==> config.mk <==
export PLATFORM = sky130hd
export DESIGN_NAME = serial_adapter
export DESIGN_NICKNAME = d
export VERILOG_FILES = /design/src/rtl/serial_adapter_pkg.sv /design/src/rtl/rx_fifo.sv /design/src/rtl/serial_adapter.sv
export SDC_FILE = /design/constraint.sdc
export NUM_CORES = 1
export LEC_CHECK = 0
export ABC_AREA = 1
export BUFFER_PORTS_ARGS = -buffer_cell sky130_fd_sc_hd__buf_4
export CAP_MARGIN = 20
export CORE_ASPECT_RATIO = 1.75
export CORE_MARGIN = 2
export CORE_UTILIZATION = 35
export DETAILED_ROUTE_END_ITERATION = 10
export SKIP_CTS_REPAIR_TIMING = 1
export SYNTH_ARGS = -nofsm -noshare
export SYNTH_HDL_FRONTEND = slang
export SYNTH_SLANG_ARGS = --single-unit
==> constraint.sdc <==
create_clock -name sys_clk -period 6.41 [get_ports sys_clk]
set_input_delay 0.641 -clock sys_clk [delete_from_list [all_inputs] [get_ports sys_clk]]
set_output_delay 0.641 -clock sys_clk [all_outputs]
set_load 0.005 [all_outputs]
==> src/rtl/serial_adapter_pkg.sv <==
// Constants shared by the serial adapter host-side logic and its FIFO.
package serial_adapter_pkg;
    // Register select codes {register_select_high, register_select_low}.
    localparam logic [1:0] SEL_DATA = 2'h0;
    localparam logic [1:0] SEL_STATUS = 2'h1;

    // Status register field positions.
    localparam int unsigned ST_IRQ = 7;
    localparam int unsigned ST_DSR = 6;
    localparam int unsigned ST_DCD = 5;
    localparam int unsigned ST_TXE = 4;
    localparam int unsigned ST_RXF = 3;
    localparam int unsigned ST_OVR = 2;
    localparam int unsigned ST_FE = 1;
    localparam int unsigned ST_PE = 0;

    // Values after hardware reset.
    localparam logic TXE_RESET = 1'b1;
    localparam logic FLAG_RESET = 1'b0;
    localparam logic [7:0] BYTE_RESET = 8'h00;
    localparam logic MODEM_RESET = 1'b1;

    // Transmit interrupt control code that enables the transmit interrupt.
    localparam logic [1:0] TIC_TX_IRQ = 2'h1;

    // Word length codes and the matching data masks.
    localparam logic [1:0] WL_8 = 2'h0;
    localparam logic [1:0] WL_7 = 2'h1;
    localparam logic [1:0] WL_6 = 2'h2;
    localparam logic [7:0] MASK_8 = 8'hff;
    localparam logic [7:0] MASK_7 = 8'h7f;
    localparam logic [7:0] MASK_6 = 8'h3f;
    localparam logic [7:0] MASK_5 = 8'h1f;

    // Transmit-empty flag lag: one sixth of a bit time at the top rate.
    localparam int CLK_PERIOD_NS = 10;
    localparam int BIT_TIME_NS = 52083;
    localparam int TX_LAG_NS = BIT_TIME_NS / 6;
    localparam int TX_LAG_CYCLES = TX_LAG_NS / CLK_PERIOD_NS;
    localparam logic [11:0] TX_LAG_LOAD = 12'(TX_LAG_CYCLES - 1);
    localparam logic [11:0] LAG_ZERO = 12'h000;

    // Receive FIFO shape: error bits travel with each character.
    localparam int RX_FIFO_WIDTH = 10;
    localparam int RX_FIFO_DEPTH = 16;

    function automatic logic [7:0] word_mask(input logic [1:0] wl);
        unique case (wl)
            WL_8: word_mask = MASK_8;
            WL_7: word_mask = MASK_7;
            WL_6: word_mask = MASK_6;
            default: word_mask = MASK_5;
        endcase
    endfunction
endpackage

==> src/rtl/rx_fifo.sv <==
// Parameterised FIFO with registered output stage and registered ready.
`timescale 1ns/1ps
`default_nettype none
module rx_fifo #(
    parameter int WIDTH = 10,
    parameter int DEPTH = 16
) (
    input wire logic clk,
    input wire logic rst_n,
    input wire logic in_valid,
    output logic in_ready,
    input wire logic [WIDTH-1:0] in_data,
    output logic out_valid,
    input wire logic out_ready,
    output logic [WIDTH-1:0] out_data
);
    localparam int AW = $clog2(DEPTH);
    logic [WIDTH-1:0] mem_q [DEPTH];
    logic [AW-1:0] wr_q;
    logic [AW-1:0] rd_q;
    logic [AW:0] count_q;
    logic [AW:0] count_d;
    logic push;
    logic pop;

    assign push = in_valid && in_ready;
    // The output stage refills whenever it is empty or being drained.
    assign pop = (count_q != '0) && (!out_valid || out_ready);

    always_comb begin
        count_d = count_q;
        if (push && !pop) begin
            count_d = count_q + (AW+1)'(1);
        end else if (pop && !push) begin
            count_d = count_q - (AW+1)'(1);
        end
    end

    always_ff @(posedge clk) begin
        if (push) begin
            mem_q[wr_q] <= in_data;
        end
    end

    always_ff @(posedge clk or negedge rst_n) begin
        if (!rst_n) begin
            wr_q <= '0;
            rd_q <= '0;
            count_q <= '0;
            in_ready <= 1'b0;
            out_valid <= 1'b0;
            out_data <= '0;
        end else begin
            count_q <= count_d;
            in_ready <= count_d < (AW+1)'(DEPTH);
            if (push) begin
                wr_q <= wr_q + AW'(1);
            end
            if (pop) begin
                rd_q <= rd_q + AW'(1);
                out_data <= mem_q[rd_q];
                out_valid <= 1'b1;
            end else if (out_ready) begin
                out_valid <= 1'b0;
            end
        end
    end
endmodule
`default_nettype wire

==> src/rtl/serial_adapter.sv <==
// Host-side bus buffer, data holding registers and status of the adapter.
`timescale 1ns/1ps
`default_nettype none
module serial_adapter (
    input wire logic sys_clk,
    input wire logic resetn,
    input wire logic phase2,
    input wire logic chip_select,
    input wire logic read_not_write,
    input wire logic register_select_low,
    input wire logic register_select_high,
    input wire logic [7:0] data_in,
    output logic [7:0] data_out,
    output logic data_oe,
    output logic irq_n,
    input wire logic data_set_ready_n,
    input wire logic carrier_detect_n,
    input wire logic [1:0] word_length,
    input wire logic receive_irq_disable,
    input wire logic terminal_ready,
    input wire logic [1:0] transmit_irq_control,
    output logic request_to_send_n,
    output logic [7:0] tx_data,
    output logic tx_valid,
    input wire logic tx_take,
    input wire logic [7:0] rx_data,
    input wire logic rx_frame_error,
    input wire logic rx_parity_error,
    input wire logic rx_valid,
    output logic rx_ready
);
    import serial_adapter_pkg::*;

    logic [1:0] rst_q;
    logic rst_n;
    logic [14:0] pin_m_q;
    logic [14:0] pin_s_q;
    logic [12:0] bus_prev_q;
    logic p2_s, cs_s, rw_s;
    logic [1:0] rs_s;
    logic bus_end, acc_rd, acc_wr;
    logic [1:0] acc_sel;
    logic wr_tx_ev, wr_prog_rst, rd_rx_ev, rd_status_ev;
    logic [7:0] transmit_holding_q;
    logic tx_full_q, tx_empty_q;
    logic [11:0] lag_cnt_q;
    logic tx_empty_rise;
    logic [7:0] receive_holding_q;
    logic rx_full_q, ovr_q, fe_q, pe_q;
    logic fifo_valid, fifo_ready, rx_load;
    logic [RX_FIFO_WIDTH-1:0] fifo_out;
    logic dsr_q, dcd_q, modem_lock_q, modem_change;
    logic [2:0] modem_init_q;
    logic rx_irq_en, tx_irq_en, irq_set, irq_q;
    logic [7:0] status_word;

    // Reset is released through two flip-flops.
    always_ff @(posedge sys_clk or negedge resetn) begin
        if (!resetn) begin
            rst_q <= 2'h0;
        end else begin
            rst_q <= {rst_q[0], 1'b1};
        end
    end
    assign rst_n = rst_q[1];

    // Bus and modem pins pass two flip-flops before any logic.
    always_ff @(posedge sys_clk or negedge rst_n) begin
        if (!rst_n) begin
            pin_m_q <= '0;
            pin_s_q <= '0;
            bus_prev_q <= '0;
        end else begin
            pin_m_q <= {data_set_ready_n, carrier_detect_n, phase2,
                        chip_select, read_not_write, register_select_high,
                        register_select_low, data_in};
            pin_s_q <= pin_m_q;
            bus_prev_q <= pin_s_q[12:0];
        end
    end
    assign p2_s = pin_s_q[12];
    assign cs_s = pin_s_q[11];
    assign rw_s = pin_s_q[10];
    assign rs_s = pin_s_q[9:8];

    // phase gated transfers.
    // An access commits as phase two falls, using the last selected sample.
    assign bus_end = bus_prev_q[12] && !p2_s && bus_prev_q[11];
    assign acc_rd = bus_end && bus_prev_q[10];
    assign acc_wr = bus_end && !bus_prev_q[10];
    assign acc_sel = bus_prev_q[9:8];
    assign wr_tx_ev = acc_wr && acc_sel == SEL_DATA;
    assign wr_prog_rst = acc_wr && acc_sel == SEL_STATUS;
    assign rd_rx_ev = acc_rd && acc_sel == SEL_DATA;
    assign rd_status_ev = acc_rd && acc_sel == SEL_STATUS;

    assign status_word = {irq_q, dsr_q, dcd_q, tx_empty_q,
                          rx_full_q, ovr_q, fe_q, pe_q};

    always_ff @(posedge sys_clk or negedge rst_n) begin
        if (!rst_n) begin
            data_out <= BYTE_RESET;
            data_oe <= 1'b0;
        end else begin
            data_oe <= p2_s && cs_s && rw_s;
            unique case (rs_s)
                SEL_DATA: data_out <= receive_holding_q;
                SEL_STATUS: data_out <= status_word;
                default: data_out <= BYTE_RESET;
            endcase
        end
    end

    // bits above the word length are dropped when data is stored.
    always_ff @(posedge sys_clk or negedge rst_n) begin
        if (!rst_n) begin
            transmit_holding_q <= BYTE_RESET;
            tx_full_q <= 1'b0;
        end else begin
            if (wr_tx_ev) begin
                transmit_holding_q <= bus_prev_q[7:0] & word_mask(word_length);
            end
            if (wr_tx_ev) begin
                tx_full_q <= 1'b1;
            end else if (tx_take && tx_full_q) begin
                tx_full_q <= 1'b0;
            end
        end
    end
    assign tx_data = transmit_holding_q;
    assign tx_valid = tx_full_q;

    // empty flag tracks transfer and host write.
    // the flag follows the real state after a lag count.
    always_ff @(posedge sys_clk or negedge rst_n) begin
        if (!rst_n) begin
            tx_empty_q <= TXE_RESET;
            lag_cnt_q <= TX_LAG_LOAD;
        end else if (tx_empty_q == tx_full_q) begin
            if (lag_cnt_q == LAG_ZERO) begin
                tx_empty_q <= !tx_full_q;
                lag_cnt_q <= TX_LAG_LOAD;
            end else begin
                lag_cnt_q <= lag_cnt_q - 12'h001;
            end
        end else begin
            lag_cnt_q <= TX_LAG_LOAD;
        end
    end
    assign tx_empty_rise = !tx_empty_q && tx_full_q == 1'b0
                           && lag_cnt_q == LAG_ZERO;

    // high bits zero, parity already removed by the shifter.
    rx_fifo #(
        .WIDTH(RX_FIFO_WIDTH),
        .DEPTH(RX_FIFO_DEPTH)
    ) u_rx_fifo (
        .clk(sys_clk),
        .rst_n(rst_n),
        .in_valid(rx_valid),
        .in_ready(fifo_ready),
        .in_data({rx_frame_error, rx_parity_error,
                  rx_data & word_mask(word_length)}),
        .out_valid(fifo_valid),
        .out_ready(!rx_full_q || rd_rx_ev),
        .out_data(fifo_out)
    );
    assign rx_ready = fifo_ready;
    assign rx_load = fifo_valid && (!rx_full_q || rd_rx_ev);

    // full flag, a new load wins over a read.
    // error flags clear on read unless a new character lands.
    always_ff @(posedge sys_clk or negedge rst_n) begin
        if (!rst_n) begin
            receive_holding_q <= BYTE_RESET;
            rx_full_q <= FLAG_RESET;
            fe_q <= FLAG_RESET;
            pe_q <= FLAG_RESET;
        end else if (rx_load) begin
            receive_holding_q <= fifo_out[7:0];
            rx_full_q <= 1'b1;
            fe_q <= fifo_out[9];
            pe_q <= fifo_out[8];
        end else if (rd_rx_ev) begin
            rx_full_q <= 1'b0;
            fe_q <= 1'b0;
            pe_q <= 1'b0;
        end
    end

    // program reset clears only overrun.
    // Overrun: a character arrives while the FIFO is full; set wins.
    always_ff @(posedge sys_clk or negedge rst_n) begin
        if (!rst_n) begin
            ovr_q <= FLAG_RESET;
        end else if (rx_valid && !fifo_ready) begin
            ovr_q <= 1'b1;
        end else if (rd_rx_ev || wr_prog_rst) begin
            ovr_q <= 1'b0;
        end
    end

    // a change latches and locks until the status is read.
    // Levels are taken until the pin synchroniser holds real samples, so
    // no false change is seen right after reset.
    assign modem_change = modem_init_q[2] && !modem_lock_q
                          && {pin_s_q[14], pin_s_q[13]} != {dsr_q, dcd_q};
    always_ff @(posedge sys_clk or negedge rst_n) begin
        if (!rst_n) begin
            dsr_q <= MODEM_RESET;
            dcd_q <= MODEM_RESET;
            modem_lock_q <= 1'b0;
            modem_init_q <= 3'h0;
        end else begin
            modem_init_q <= {modem_init_q[1:0], 1'b1};
            if (!modem_init_q[2] || modem_change) begin
                dsr_q <= pin_s_q[14];
                dcd_q <= pin_s_q[13];
            end
            if (modem_change) begin
                modem_lock_q <= 1'b1;
            end else if (rd_status_ev) begin
                modem_lock_q <= 1'b0;
            end
        end
    end

    assign rx_irq_en = !receive_irq_disable && terminal_ready;
    assign tx_irq_en = transmit_irq_control == TIC_TX_IRQ;
    // error flags are not interrupt sources.
    // any enabled source among bits 3-6 sets the summary.
    assign irq_set = (rx_load && rx_irq_en) || (tx_empty_rise && tx_irq_en)
                     || modem_change;

    // summary sets on a source and clears on status read; set wins.
    // summary and the source flag set together.
    // the pin follows the summary bit.
    always_ff @(posedge sys_clk or negedge rst_n) begin
        if (!rst_n) begin
            irq_q <= FLAG_RESET;
            irq_n <= 1'b1;
            request_to_send_n <= 1'b1;
        end else begin
            irq_q <= irq_set || (irq_q && !rd_status_ev);
            irq_n <= !(irq_set || (irq_q && !rd_status_ev));
            request_to_send_n <= transmit_irq_control == 2'h0;
        end
    end
endmodule
`default_nettype wire

Yosys cells after proc, flatten, opt, wreduce, memory -nomap -nowiden --
Memories as Yosys holds them, arrays and structs flattened. A register that Yosys moved wholly into a read port is not among the register bits. Index checks and enable logic that the tools add are counted.
Storage, ports and cells: register bits 112, bits in latches 0, RAM bits 160, memory bits (read-only) 0, input port bits 35, output and inout bits 21, logic and storage cells 124, memories kept 1
Memory list:
- u_rx_fifo.mem_q | depth 16, bits a word 10, rd ports 1, clocked after memory_dff 1, write ports 1, line rx_fifo.sv:18 | logic [WIDTH-1:0] mem_q [DEPTH];
Operators by class: add/subtract/negate cells 5, multiply operators 0, div/mod/pow operators 0, $lt $le $gt $ge 1, equal/unequal tests 7, shifts and indexed selects 0, multiplexer cells 21, bitwise operators 3, reduce and logical (&&, ||, !) cells 59
Operators by type and width (number):
- logical AND 1 bit | 25
- two-way mux 12 bit | 2
- one-hot mux 8 bit (3 select lines) | 1
- AND 8 bit | 2
- one-hot mux 8 bit (2 select lines) | 1
- zero test 1 bit | 15
- two-way mux 1 bit | 14
- zero test 12 bit | 1
- subtractor 12 x 1 -> 12 bit (second input constant) | 1
- two-way mux 5 bit | 2
- nonzero test 2 bit | 5
- adder 4 x 1 -> 4 bit (second input constant) | 2
- == test 2 x 1 -> 1 bit (second input constant) | 4
- zero test 2 bit | 4
- two-way mux 8 bit | 1
- logical OR 1 bit | 7
- adder 5 x 1 -> 5 bit (second input constant) | 1
- < comparator 5 bit (second input constant) | 1
- nonzero test 5 bit | 1
- subtractor 5 x 1 -> 5 bit (second input constant) | 1
- == test 2 bit (second input constant) | 1
- != test 2 bit | 1
- AND reduction 2 bit | 1
- == test 1 bit | 1
- NOT 1 bit | 1

Longest topological paths before layout --
Gate-level depths: netlist (run 1).
word-level depth 12, gate-level depth with buffers 14, gate-level depth less buffers 13

By module --
A second synthesis (run 1) with hierarchy kept.
Second synthesis, totals: cell total of the unflattened synthesis 1125, area total of the unflattened synthesis 11697.5 um^2
By module, submodules not included:
- rx_fifo | instances 1, cells an instance 804, area each 8166.6 um^2, seq. area each 5430.2 um^2
- serial_adapter | instances 1, cells an instance 321, area each 3530.9 um^2, seq. area each 2441.1 um^2

Worst setup path after synthesis (run 1) --
Ideal clock, no wire load.
path type input to register, start input port rx_valid, end memory u_rx_fifo.mem_q[11][0], enable pin, library setup time 390 ps, data arrival time 1537 ps, required time 6020 ps, path slack 4483 ps, stages 2, buffers on the path 0, path through nand2_1 > nor3_1
On the way: word-level cells in the longest chain between the ends 3
RTL lines:
- from (decl) | line serial_adapter.sv:29 | input wire logic rx_valid,
- logical AND 1 bit | line rx_fifo.sv:26 | assign push = in_valid && in_ready;
- two-way mux 1 bit | line rx_fifo.sv:40 | if (push) begin
- two-way mux 1 bit (implied by the code) | line rx_fifo.sv:41 | mem_q[wr_q] <= in_data;
- to (decl) | line rx_fifo.sv:18
Every way passes these cells.

==> impl_metrics.ini, run 1 <==
[critical_path]
path_class = reg2reg
cp_slowest_cell = buf_4
timing.critical_path.cells = buf_4 > inv_6 > nand2_1 > nand3_1 > nand3_1 > nand3_1 > nand2_1 > nand2_1 > nand2_1
path_common_cell = nand2_1
timing.critical_path.required_ns = 6.90
setup.worst_path.start_class = flop
worst_path_dominant_cell_family = buffers and inverters
crit_path_max_incr_delay_ns = 0.69
critical_path_buf_inv_count = 2
cp_max_fo = 83
end_kind = flop
worst_ep_arrival_time_ns = 2.94

[floorplan]
start_util_pct = 35.39
ios = 56
rows = 88
placeableCoreArea_um2 = 32920
die-area_um2 = 34830
die_h_um = 245.4
die_x_um = 141.9

[grt]
globalRouteMet2Util_pct = 30.80
gr-total-overflow = 0
grt_pass1_wl_um = 40780
first_global_vias = 7403
grt_max_degree = 84
grt_antenna_before_repair = 0
groute.layer.met3.usage_pct = 1.714
globalRoute.busiestLayer = met2
grtUsageTotal_pct = 15.49
groute.layer.met1.usage_pct = 15.16

[logic_synthesis]
post-synth-top-area-cell = edfxtp_1
netlist-cell-type-count = 43
avgSynthCellArea_um2 = 10.66
post_synth_edffs = 160
synth_most_common_cell = nand2_1
ys_top_cells_by_count = nand2_1, inv_1, edfxtp_1, nand3_1, dfrtp_1
synth-seq-cells = 282
ys_seq_area_share_pct = 67.55
post_synth_design_cell_area_um2 = 11650
synthesis.instances = 1093
synth-main-ff-cell = edfxtp_1
synthesis.yosys.warnings = 0
yosys-top-cells-area = edfxtp_1, dfrtp_1, nand2_1
netlist.area_leader.share_pct = 41.23
synthArstFlopShare_pct = 43.26

[clocking]
htree_num_levels = 1
cts.sink_count = 282
clk_transition_reported_paths_ns = 0.07
cts_inserted_buffers = 26
tritoncts = built
worstSkewPairLatency_ns = 0.55
cts_buffer_depth = 3
cts-root-buf = clkbuf_16

[finish]
final_layout_size_suffix_gt1_share_pct = 12.63
final_net_count = 1191
syn2layout_area_growth_pct = 13.22
antennaDiodeCount = 0
post-route-util_pct = 40.07

[status]
outcome = finished clean

[sta]
final.setup.tns_ns = 0
final_critical_path_setup_slack_ns = 3.958
worst_pin_slew_ns = 1.091
timing_hold_violations_final = 0
slew-limit-headroom_pct = 27.18
grt_setup_unrepaired = false
timing_max_transition_violations_final = 0
max_freq_mhz = 407.8
finalSetupViolCount = 0
finalClockSkew_ns = 0.01388
finalCriticalPeriod_ns = 2.452
final.period_utilization_pct = 38.25

[detailed_routing]
wl_um = 26440
drc_errors = 0
via_per_inst = 4.674
drt_pre_antenna_iters = 4
dr_total_vias = 7334
post_drt_wl_per_cell_um = 16.85
initialDrtViolationCount = 559
drt.antenna.violating_nets = 0

[min_path]
worstHoldPathType = in2reg

[placed_design]
dpl.hpwl_um = 17650
post-place-ws_ns = 3.933
io_buffers = 55
gp_routability_congestion = 0.8489

[power_and_ir_drop]
total_leakage_power_nw = 5.891
vdd.ir_drop.worst_mv = 0.1745
power_density_nw_per_um2 = 405.4

[job]
max_cap_viols = 0
==> path summary, 6_finish.rpt <==
kind / start / cells past startpoint / slack [ns] / to
worst min register to register: modem_init_q[0] / 0 / 0.35 / modem_init_q[1]
worst max register to register: u_rx_fifo.rd_q[0] / 9 / 3.96 / u_rx_fifo.out_data[3]
worst min-delay path: read_not_write / 1 / 0.20 / pin_m_q[10]
worst max-delay path: u_rx_fifo.rd_q[0] / 9 / 3.96 / u_rx_fifo.out_data[3]
min in group asynchronous: rst_q[1] / 0 / 0.39 / data_out[2]
max in group asynchronous: rst_q[1] / 1 / 4.77 / tx_data[3]
==> cell type report <==
class	count	area, um^2
clock buffers	36	709.4
clock inverters	12	116.4
fillers	3108	19730
inverters	173	659.4
multi-input cells	600	2864
flip-flops and latches	282	7876
well taps	405	506.7
repair buffers	61	460.4
==> per-layer routing <==
layer | up-vias | wire (um)
met5 | - | 0
met4 | 0 | 1372
met3 | 68 | 810
met2 | 162 | 15080
met1 | 3522 | 9171
li1 | 3582 | -
==> cells by family (layout without fill, tap and decap cells) <==
group	count (synthesis)	count (layout)	share of synthesized area, %
AOI/OAI and AO/OA	43	43	2.309
xor gates and xnor gates	14	14	1.052
adders and majority gates	12	12	1.288
buffers and inverters	212	282	7.999
DFF	282	282	67.55
other	1	2	0.03218
and+or+nand+nor	529	529	19.77
==> power breakdown <==
part	total [mW]	internal (mW)	leakage (nW)	switching, mW
clock	1.51	0.855	0.383	0.656
combinational	1.50	0.453	2.60	1.05
sequential	2.34	2.18	2.90	0.153
==> registers in the layout, summed over array words and instances, names as in the netlist, 2 cells and up, named ones only <==
register,flops
tx_data,8
u_rx_fifo.count_q,4
pin_s_q,15
u_rx_fifo.rd_q,4
modem_init_q,3
receive_holding_q,8
rst_q,2
pin_m_q,15
u_rx_fifo.out_data,10
lag_cnt_q,12
u_rx_fifo.wr_q,4
bus_prev_q,13
data_out,8
u_rx_fifo.mem_q,160
==> through the flow <==
stage / power (mW) / std cells / hold WS [ns] / area, um^2
after floorplan: 3.477 / 1094 / 0.3312 / 11660
after global placement: 3.851 / 1520 / 0.3311 / 12360
after detailed placement: 3.867 / 1520 / 0.3347 / 12360
after CTS: 5.387 / 1568 / -0.1525 / 13180
after global routing: 5.648 / 1569 / 0.1815 / 13190
final: 5.348 / 1569 / 0.2021 / 13190
==> cell usage in the layout, fill, tap and decap left out, types with 4 or more instances in the layout <==
master        n
a21oi_1       5
a21oi_2       8
buf_4        60
clkbuf_1      9
clkbuf_16    27
clkinvlp_2    4
dfrtp_1     109
dfstp_2      11
edfxtp_1    160
ha_1         12
inv_1       168
nand2_1     312
nand3_1     139
nand4_1       6
nor2_1       43
nor2_2        5
o21ai_0      18
o22ai_1       5
xnor2_1       5
xor2_1        9
Note: power is estimated with default switching activity, not from simulation.
==> inputs of run 2 (changes only) <==
--- a/config.mk
+++ b/config.mk
@@ -5,7 +5,7 @@
 export SDC_FILE = /design/constraint.sdc
 export NUM_CORES = 1
 export LEC_CHECK = 0
-export ABC_AREA = 1
+export ABC_AREA = 0
 export BUFFER_PORTS_ARGS = -buffer_cell sky130_fd_sc_hd__buf_4
 export CAP_MARGIN = 20
 export CORE_ASPECT_RATIO = 1.75
==> constraint.sdc (replaced) <==
create_clock -name sys_clk -period 2.4 [get_ports sys_clk]
set_input_delay 0.24 -clock sys_clk [delete_from_list [all_inputs] [get_ports sys_clk]]
set_output_delay 0.24 -clock sys_clk [all_outputs]
set_load 0.005 [all_outputs]
==> impl_metrics.ini, run 2 <==
[clocking]
worstSkewPairLatency_ns = 0.54
cts_buffer_depth = 3
htree_num_levels = 1
cts.sink_count = 282
clk_transition_reported_paths_ns = 0.06
cts-root-buf = clkbuf_16
tritoncts = built
cts_inserted_buffers = 25

[critical_path]
worst_path_dominant_cell_family = simple AND/OR/NAND/NOR gates
worst_r2r_path_depth = 11
critical_path_buf_inv_count = 2
path_common_cell = inv_1
cp_max_fo = 11
path_class = reg2reg
end_kind = flop
setup.worst_path.start_class = flop
crit_path_max_incr_delay_ns = 0.41
timing.critical_path.cells = inv_1 > ha_1 > or3b_4 > nor2_4 > nor2b_4 > inv_1 > ha_2 > nand2b_4 > nor3_1 > a21oi_1 > o21ai_0
timing.critical_path.required_ns = 2.85
worst-path-stages = 11
worst_ep_arrival_time_ns = 2.68
cp_slowest_cell = or3b_4

[sta]
worst_pin_slew_ns = 1.032
finalCriticalPeriod_ns = 2.229
max_freq_mhz = 448.7
finalSetupViolCount = 0
final.period_utilization_pct = 92.87
fin_worst_hold_slack_ns = -0.01083
timing_max_transition_violations_final = 0
slew-limit-headroom_pct = 31.05
final.setup.tns_ns = 0
grt_setup_unrepaired = false
finalClockSkew_ns = 0.009570
timing_hold_violations_final = 1

[logic_synthesis]
synthesis.yosys.warnings = 0
synthesis.instances = 603
ys_top_cells_by_count = edfxtp_1, dfrtp_1, mux4_2, nor2_1, nand2_1
synth-main-ff-cell = edfxtp_1
synth_most_common_cell = edfxtp_1
yosys-top-cells-area = edfxtp_1, dfrtp_1, mux4_2
netlist-cell-type-count = 49
synthArstFlopShare_pct = 43.26
post-synth-top-area-cell = edfxtp_1
netlist.area_leader.share_pct = 44.44
avgSynthCellArea_um2 = 17.93
post_synth_edffs = 160
synth-seq-cells = 282
ys_seq_area_share_pct = 72.80
post_synth_design_cell_area_um2 = 10810

[placed_design]
gp_routability_congestion = 0.7084
io_buffers = 55
dpl.hpwl_um = 13820

[detailed_routing]
drt.antenna.violating_nets = 0
via_per_inst = 4.761
initialDrtViolationCount = 319
wl_um = 20670
drc_errors = 0
dr_total_vias = 5342
post_drt_wl_per_cell_um = 18.43
drt_pre_antenna_iters = 4

[floorplan]
start_util_pct = 35.30
rows = 85
die_h_um = 236.5
die_x_um = 136.9
placeableCoreArea_um2 = 30630
ios = 56
die-area_um2 = 32370

[grt]
gr-total-overflow = 0
groute.layer.met1.usage_pct = 14.78
first_global_vias = 5601
grt_max_degree = 42
globalRoute.busiestLayer = met2
grtUsageTotal_pct = 13.16
grt_antenna_before_repair = 0
grt_pass1_wl_um = 32020
groute.layer.met3.usage_pct = 2.012
globalRouteMet2Util_pct = 24.95

[job]
max_cap_viols = 0

[status]
outcome = complete, but fails checks
violations = negative hold slack

[finish]
mostFrequentLayoutCells = edfxtp_1, dfrtp_1, buf_4
top_register = u_rx_fifo.mem_q
layout_commonest_cell = edfxtp_1
biggestRegsByFlops = u_rx_fifo.mem_q: 160 flops, pin_m_q: 15 flops, pin_s_q: 15 flops
final_layout_size_suffix_gt1_share_pct = 27.36
largest_register_ff_count = 160
final_net_count = 760
post-route-util_pct = 41.97
antennaDiodeCount = 0
syn2layout_area_growth_pct = 18.90

[min_path]
worstHoldPathType = in2reg
worstHoldPathCells = 4

[power_and_ir_drop]
vdd.ir_drop.worst_mv = 0.5275
total_leakage_power_nw = 4.903
power_density_nw_per_um2 = 962.6
[run 2: logic make-up (layout without fill, tap and decap cells)]
family | Yosys count | after routing | share of synthesized area [%]
flops | 282 | 282 | 72.80
simple gates | 114 | 114 | 5.821
mux | 86 | 86 | 13.71
compound gates | 54 | 54 | 2.882
buf+inv | 35 | 162 | 1.817
xor+xnor | 19 | 19 | 1.539
fa+ha+maj | 12 | 12 | 1.389
other cells | 1 | 2 | 0.03468
[run 2: final timing paths]
check / slack (ns) / end / start
worst min register to register: 0.31 / lag_cnt_q[4] / rst_q[1]
worst max-delay path: 0.17 / u_rx_fifo.count_q[3] / u_rx_fifo.count_q[1]
worst max register to register: 0.17 / u_rx_fifo.count_q[3] / u_rx_fifo.count_q[1]
min in group asynchronous: 0.02 / rst_q[0] / resetn
max in group asynchronous: 1.38 / lag_cnt_q[6] / rst_q[1]
worst min-delay path: -0.01 / tx_data[7] / word_length[0]
[run 2: metrics by stage]
| step | area, um^2 | worst slack, ns | power, mW | std cells | hold WS [ns] |
|---|---|---|---|---|---|
| after floorplan | 10820 | 0.005189 | 7.754 | 604 | -0.05559 |
| after global placement | 11840 | 0.1473 | 8.572 | 1057 | 0.02380 |
| after detailed placement | 11840 | 0.05491 | 8.608 | 1057 | 0.02390 |
| after CTS | 12630 | 0.05122 | 12.55 | 1102 | -0.5498 |
| after global routing | 12850 | 0.01190 | 13.02 | 1122 | 0.0006518 |
| final | 12850 | 0.1712 | 12.37 | 1122 | -0.01083 |
[run 2: layout make-up]
type	count	area (um^2)
clock inverter	13	117.6
timing repair buffer	104	880.8
clock buffer	32	674.4
inverter	13	48.80
fill	2763	17770
tap	391	489.2
multi-input combinational	287	2768
sequential	282	7876
[run 2: routing by layer]
metal  vias to the layer above  part of all wire [%]
met5                         -                     0
met4                         0                   1.8
met3                        22                   3.4
met2                        79                    57
met1                      2757                    38
li1                       2484                     -
[run 2: report_power, final]
part,internal [mW],switching (mW)
clock network,2.20,1.69
registers,5.86,0.381
logic,1.11,1.13
[run 2: tightest hold or removal path, stage by stage]
cell     delay [ns]
buf_4          0.08
nor2_1         0.04
nand2_1        0.06
o21ai_0        0.06
==> inputs of run 3 (changes only) <==
==> constraint.sdc (replaced) <==
create_clock -name sys_clk -period 1.9 [get_ports sys_clk]
set_input_delay 0.19 -clock sys_clk [delete_from_list [all_inputs] [get_ports sys_clk]]
set_output_delay 0.19 -clock sys_clk [all_outputs]
set_load 0.005 [all_outputs]
==> impl_metrics.ini, run 3 (synthesis results as in run 2) <==
[sta]
timing_max_transition_violations_final = 0
final_critical_path_setup_slack_ns = -0.1086
worst_pin_slew_ns = 0.7309
grt_setup_unrepaired = true
slew-limit-headroom_pct = 51.28
final.period_utilization_pct = 105.7
finalClockSkew_ns = 0.007128
max_freq_mhz = 497.8
finalCriticalPeriod_ns = 2.009
fin_worst_hold_slack_ns = -0.008143
timing_hold_violations_final = 1
finalSetupViolCount = 5

[critical_path]
worst_r2r_path_depth = 11
timing.critical_path.required_ns = 2.34
worst_path_dominant_cell_family = simple AND/OR/NAND/NOR gates
critical_path_buf_inv_count = 3
cp_slowest_cell = dfrtp_1
setup.worst_path.start_class = flop
end_kind = flop
worst-path-stages = 11
path_class = reg2reg
path_common_cell = ha_4
crit_path_max_incr_delay_ns = 0.39
cp_max_fo = 8
timing.critical_path.cells = inv_2 > ha_4 > or3b_4 > nor2_4 > nor2b_4 > inv_4 > ha_4 > buf_6 > nor3_4 > a21oi_2 > o221ai_2
worst_ep_arrival_time_ns = 2.45

[power_and_ir_drop]
fin_total_pwr_mw = 16.34
vdd.ir_drop.worst_mv = 0.8547
share_comb_of_total_power_pct = 20.3
power_switching_share_pct = 25.51
power_density_nw_per_um2 = 1202
clock_power_share_pct = 31.6
total_leakage_power_nw = 5.190
internal_power_mw = 12.17
part_of_the_total_power_dissipated_in_sequential_elements_pct = 48.1
p_switching_mw = 4.169

[clocking]
cts.sink_count = 282
tritoncts = built
cts-root-buf = clkbuf_16
cts_inserted_buffers = 25
cts_buffer_depth = 3
clk_transition_reported_paths_ns = 0.07
worstSkewPairLatency_ns = 0.52
htree_num_levels = 1

[detailed_routing]
via_per_inst = 4.807
drt.antenna.violating_nets = 0
drc_errors = 0
drt_pre_antenna_iters = 4
post_drt_wl_per_cell_um = 18.26
initialDrtViolationCount = 384
wl_um = 21280
dr_total_vias = 5600

[grt]
grt_pass1_wl_um = 33150
gr-total-overflow = 0
grt_max_degree = 55
first_global_vias = 5871
grt_antenna_before_repair = 0
grtUsageTotal_pct = 13.37

[finish]
layout_commonest_cell = edfxtp_1
top_register = u_rx_fifo.mem_q
layout.filler_cells = 2657
syn2layout_area_growth_pct = 25.77
finish.cell_count_without_fillers = 1165
area_of_the_multi_input_gates_um2 = 2887
final_net_count = 803
largest_register_ff_count = 160
biggestRegsByFlops = u_rx_fifo.mem_q: 160 flops, pin_m_q: 15 flops, pin_s_q: 15 flops
mostFrequentLayoutCells = edfxtp_1, dfrtp_1, buf_4
post-route-util_pct = 44.40
antennaDiodeCount = 0
area.sequential_um2 = 7876
final_layout_size_suffix_gt1_share_pct = 33.85

[floorplan]
die-area_um2 = 32370
start_util_pct = 35.30
die_x_um = 136.9
rows = 85
placeableCoreArea_um2 = 30630
ios = 56
die_h_um = 236.5

[placed_design]
post-place-ws_ns = -0.1521
dpl.cell_count = 1082
io_buffers = 55
dpl.hpwl_um = 14260
gp_routability_congestion = 0.7361

[status]
outcome = complete, but fails checks
violations = negative hold slack, negative setup slack

[min_path]
worstHoldPathType = in2reg
worstHoldPathCells = 3

[job]
max_cap_viols = 0
==> run 3: changes by cell type in the layout (fill, tap and decap cells not counted), moves of 8 or more <==
cell	previous run	this run
dlygate4sd3_1	20	29
o22ai_1	11	3
buf_12	4	18
buf_4	80	92
==> run 3: path summary, 6_finish.rpt <==
check	start	to	slack [ns]
worst max-delay path	u_rx_fifo.count_q[1]	u_rx_fifo.count_q[2]	-0.11
worst min-delay path	receive_irq_disable	irq_q	-0.008
worst max register to register	u_rx_fifo.count_q[1]	u_rx_fifo.count_q[2]	-0.11
worst min register to register	rst_q[1]	data_out[5]	0.24
max in group asynchronous	rst_q[1]	dcd_q	1.04
min in group asynchronous	rst_q[1]	data_out[5]	0.24
==> run 3: cell type report <==
| class | instances | area share, % |
|---|---|---|
| flip-flops and latches | 282 | 57.92 |
| multi-input cells | 287 | 21.23 |
| repair buffers | 147 | 10.66 |
| clock buffers | 34 | 5.272 |
| well taps | 391 | 3.598 |
| clock inverters | 11 | 0.9477 |
| inverters | 13 | 0.3773 |
==> run 3: stage by stage <==
step / TNS, ns / area, um^2 / hold slack [ns]
floorplan: -2.020 / 10860 / -0.1056
global placement: -0.3167 / 12250 / -0.02836
detailed placement: -0.6170 / 12250 / -0.02546
CTS: -0.8318 / 13090 / -0.5846
global route: -1.186 / 13600 / 0.007318
finish: -0.4003 / 13600 / -0.008143
==> run 3: power by group through the flow <==
stage / logic [mW] / registers, mW / clock network, mW
after floorplan: 1.94 / 7.87 / 0
after CTS: 3.09 / 7.87 / 5.32
final: 3.31 / 7.87 / 5.16
after global routing: 3.63 / 7.97 / 5.54
after global placement: 3.03 / 7.96 / 0
after detailed placement: 3.08 / 7.99 / 0
==> run 3: routing by layer <==
layer / global-route usage [%] / part of all wire, % / vias up
li1: - / - / 2576
met4: 4.842 / 2.9 / 0
met3: 1.606 / 2.8 / 37
met2: 25.32 / 56 / 86
met5: 0 / 0 / -
met1: 15.06 / 38 / 2901
==> run 3: worst min-delay path: stages <==
cell	delay [ns]
buf_4	0.07
nand2b_1	0.13
o21bai_1	0.08
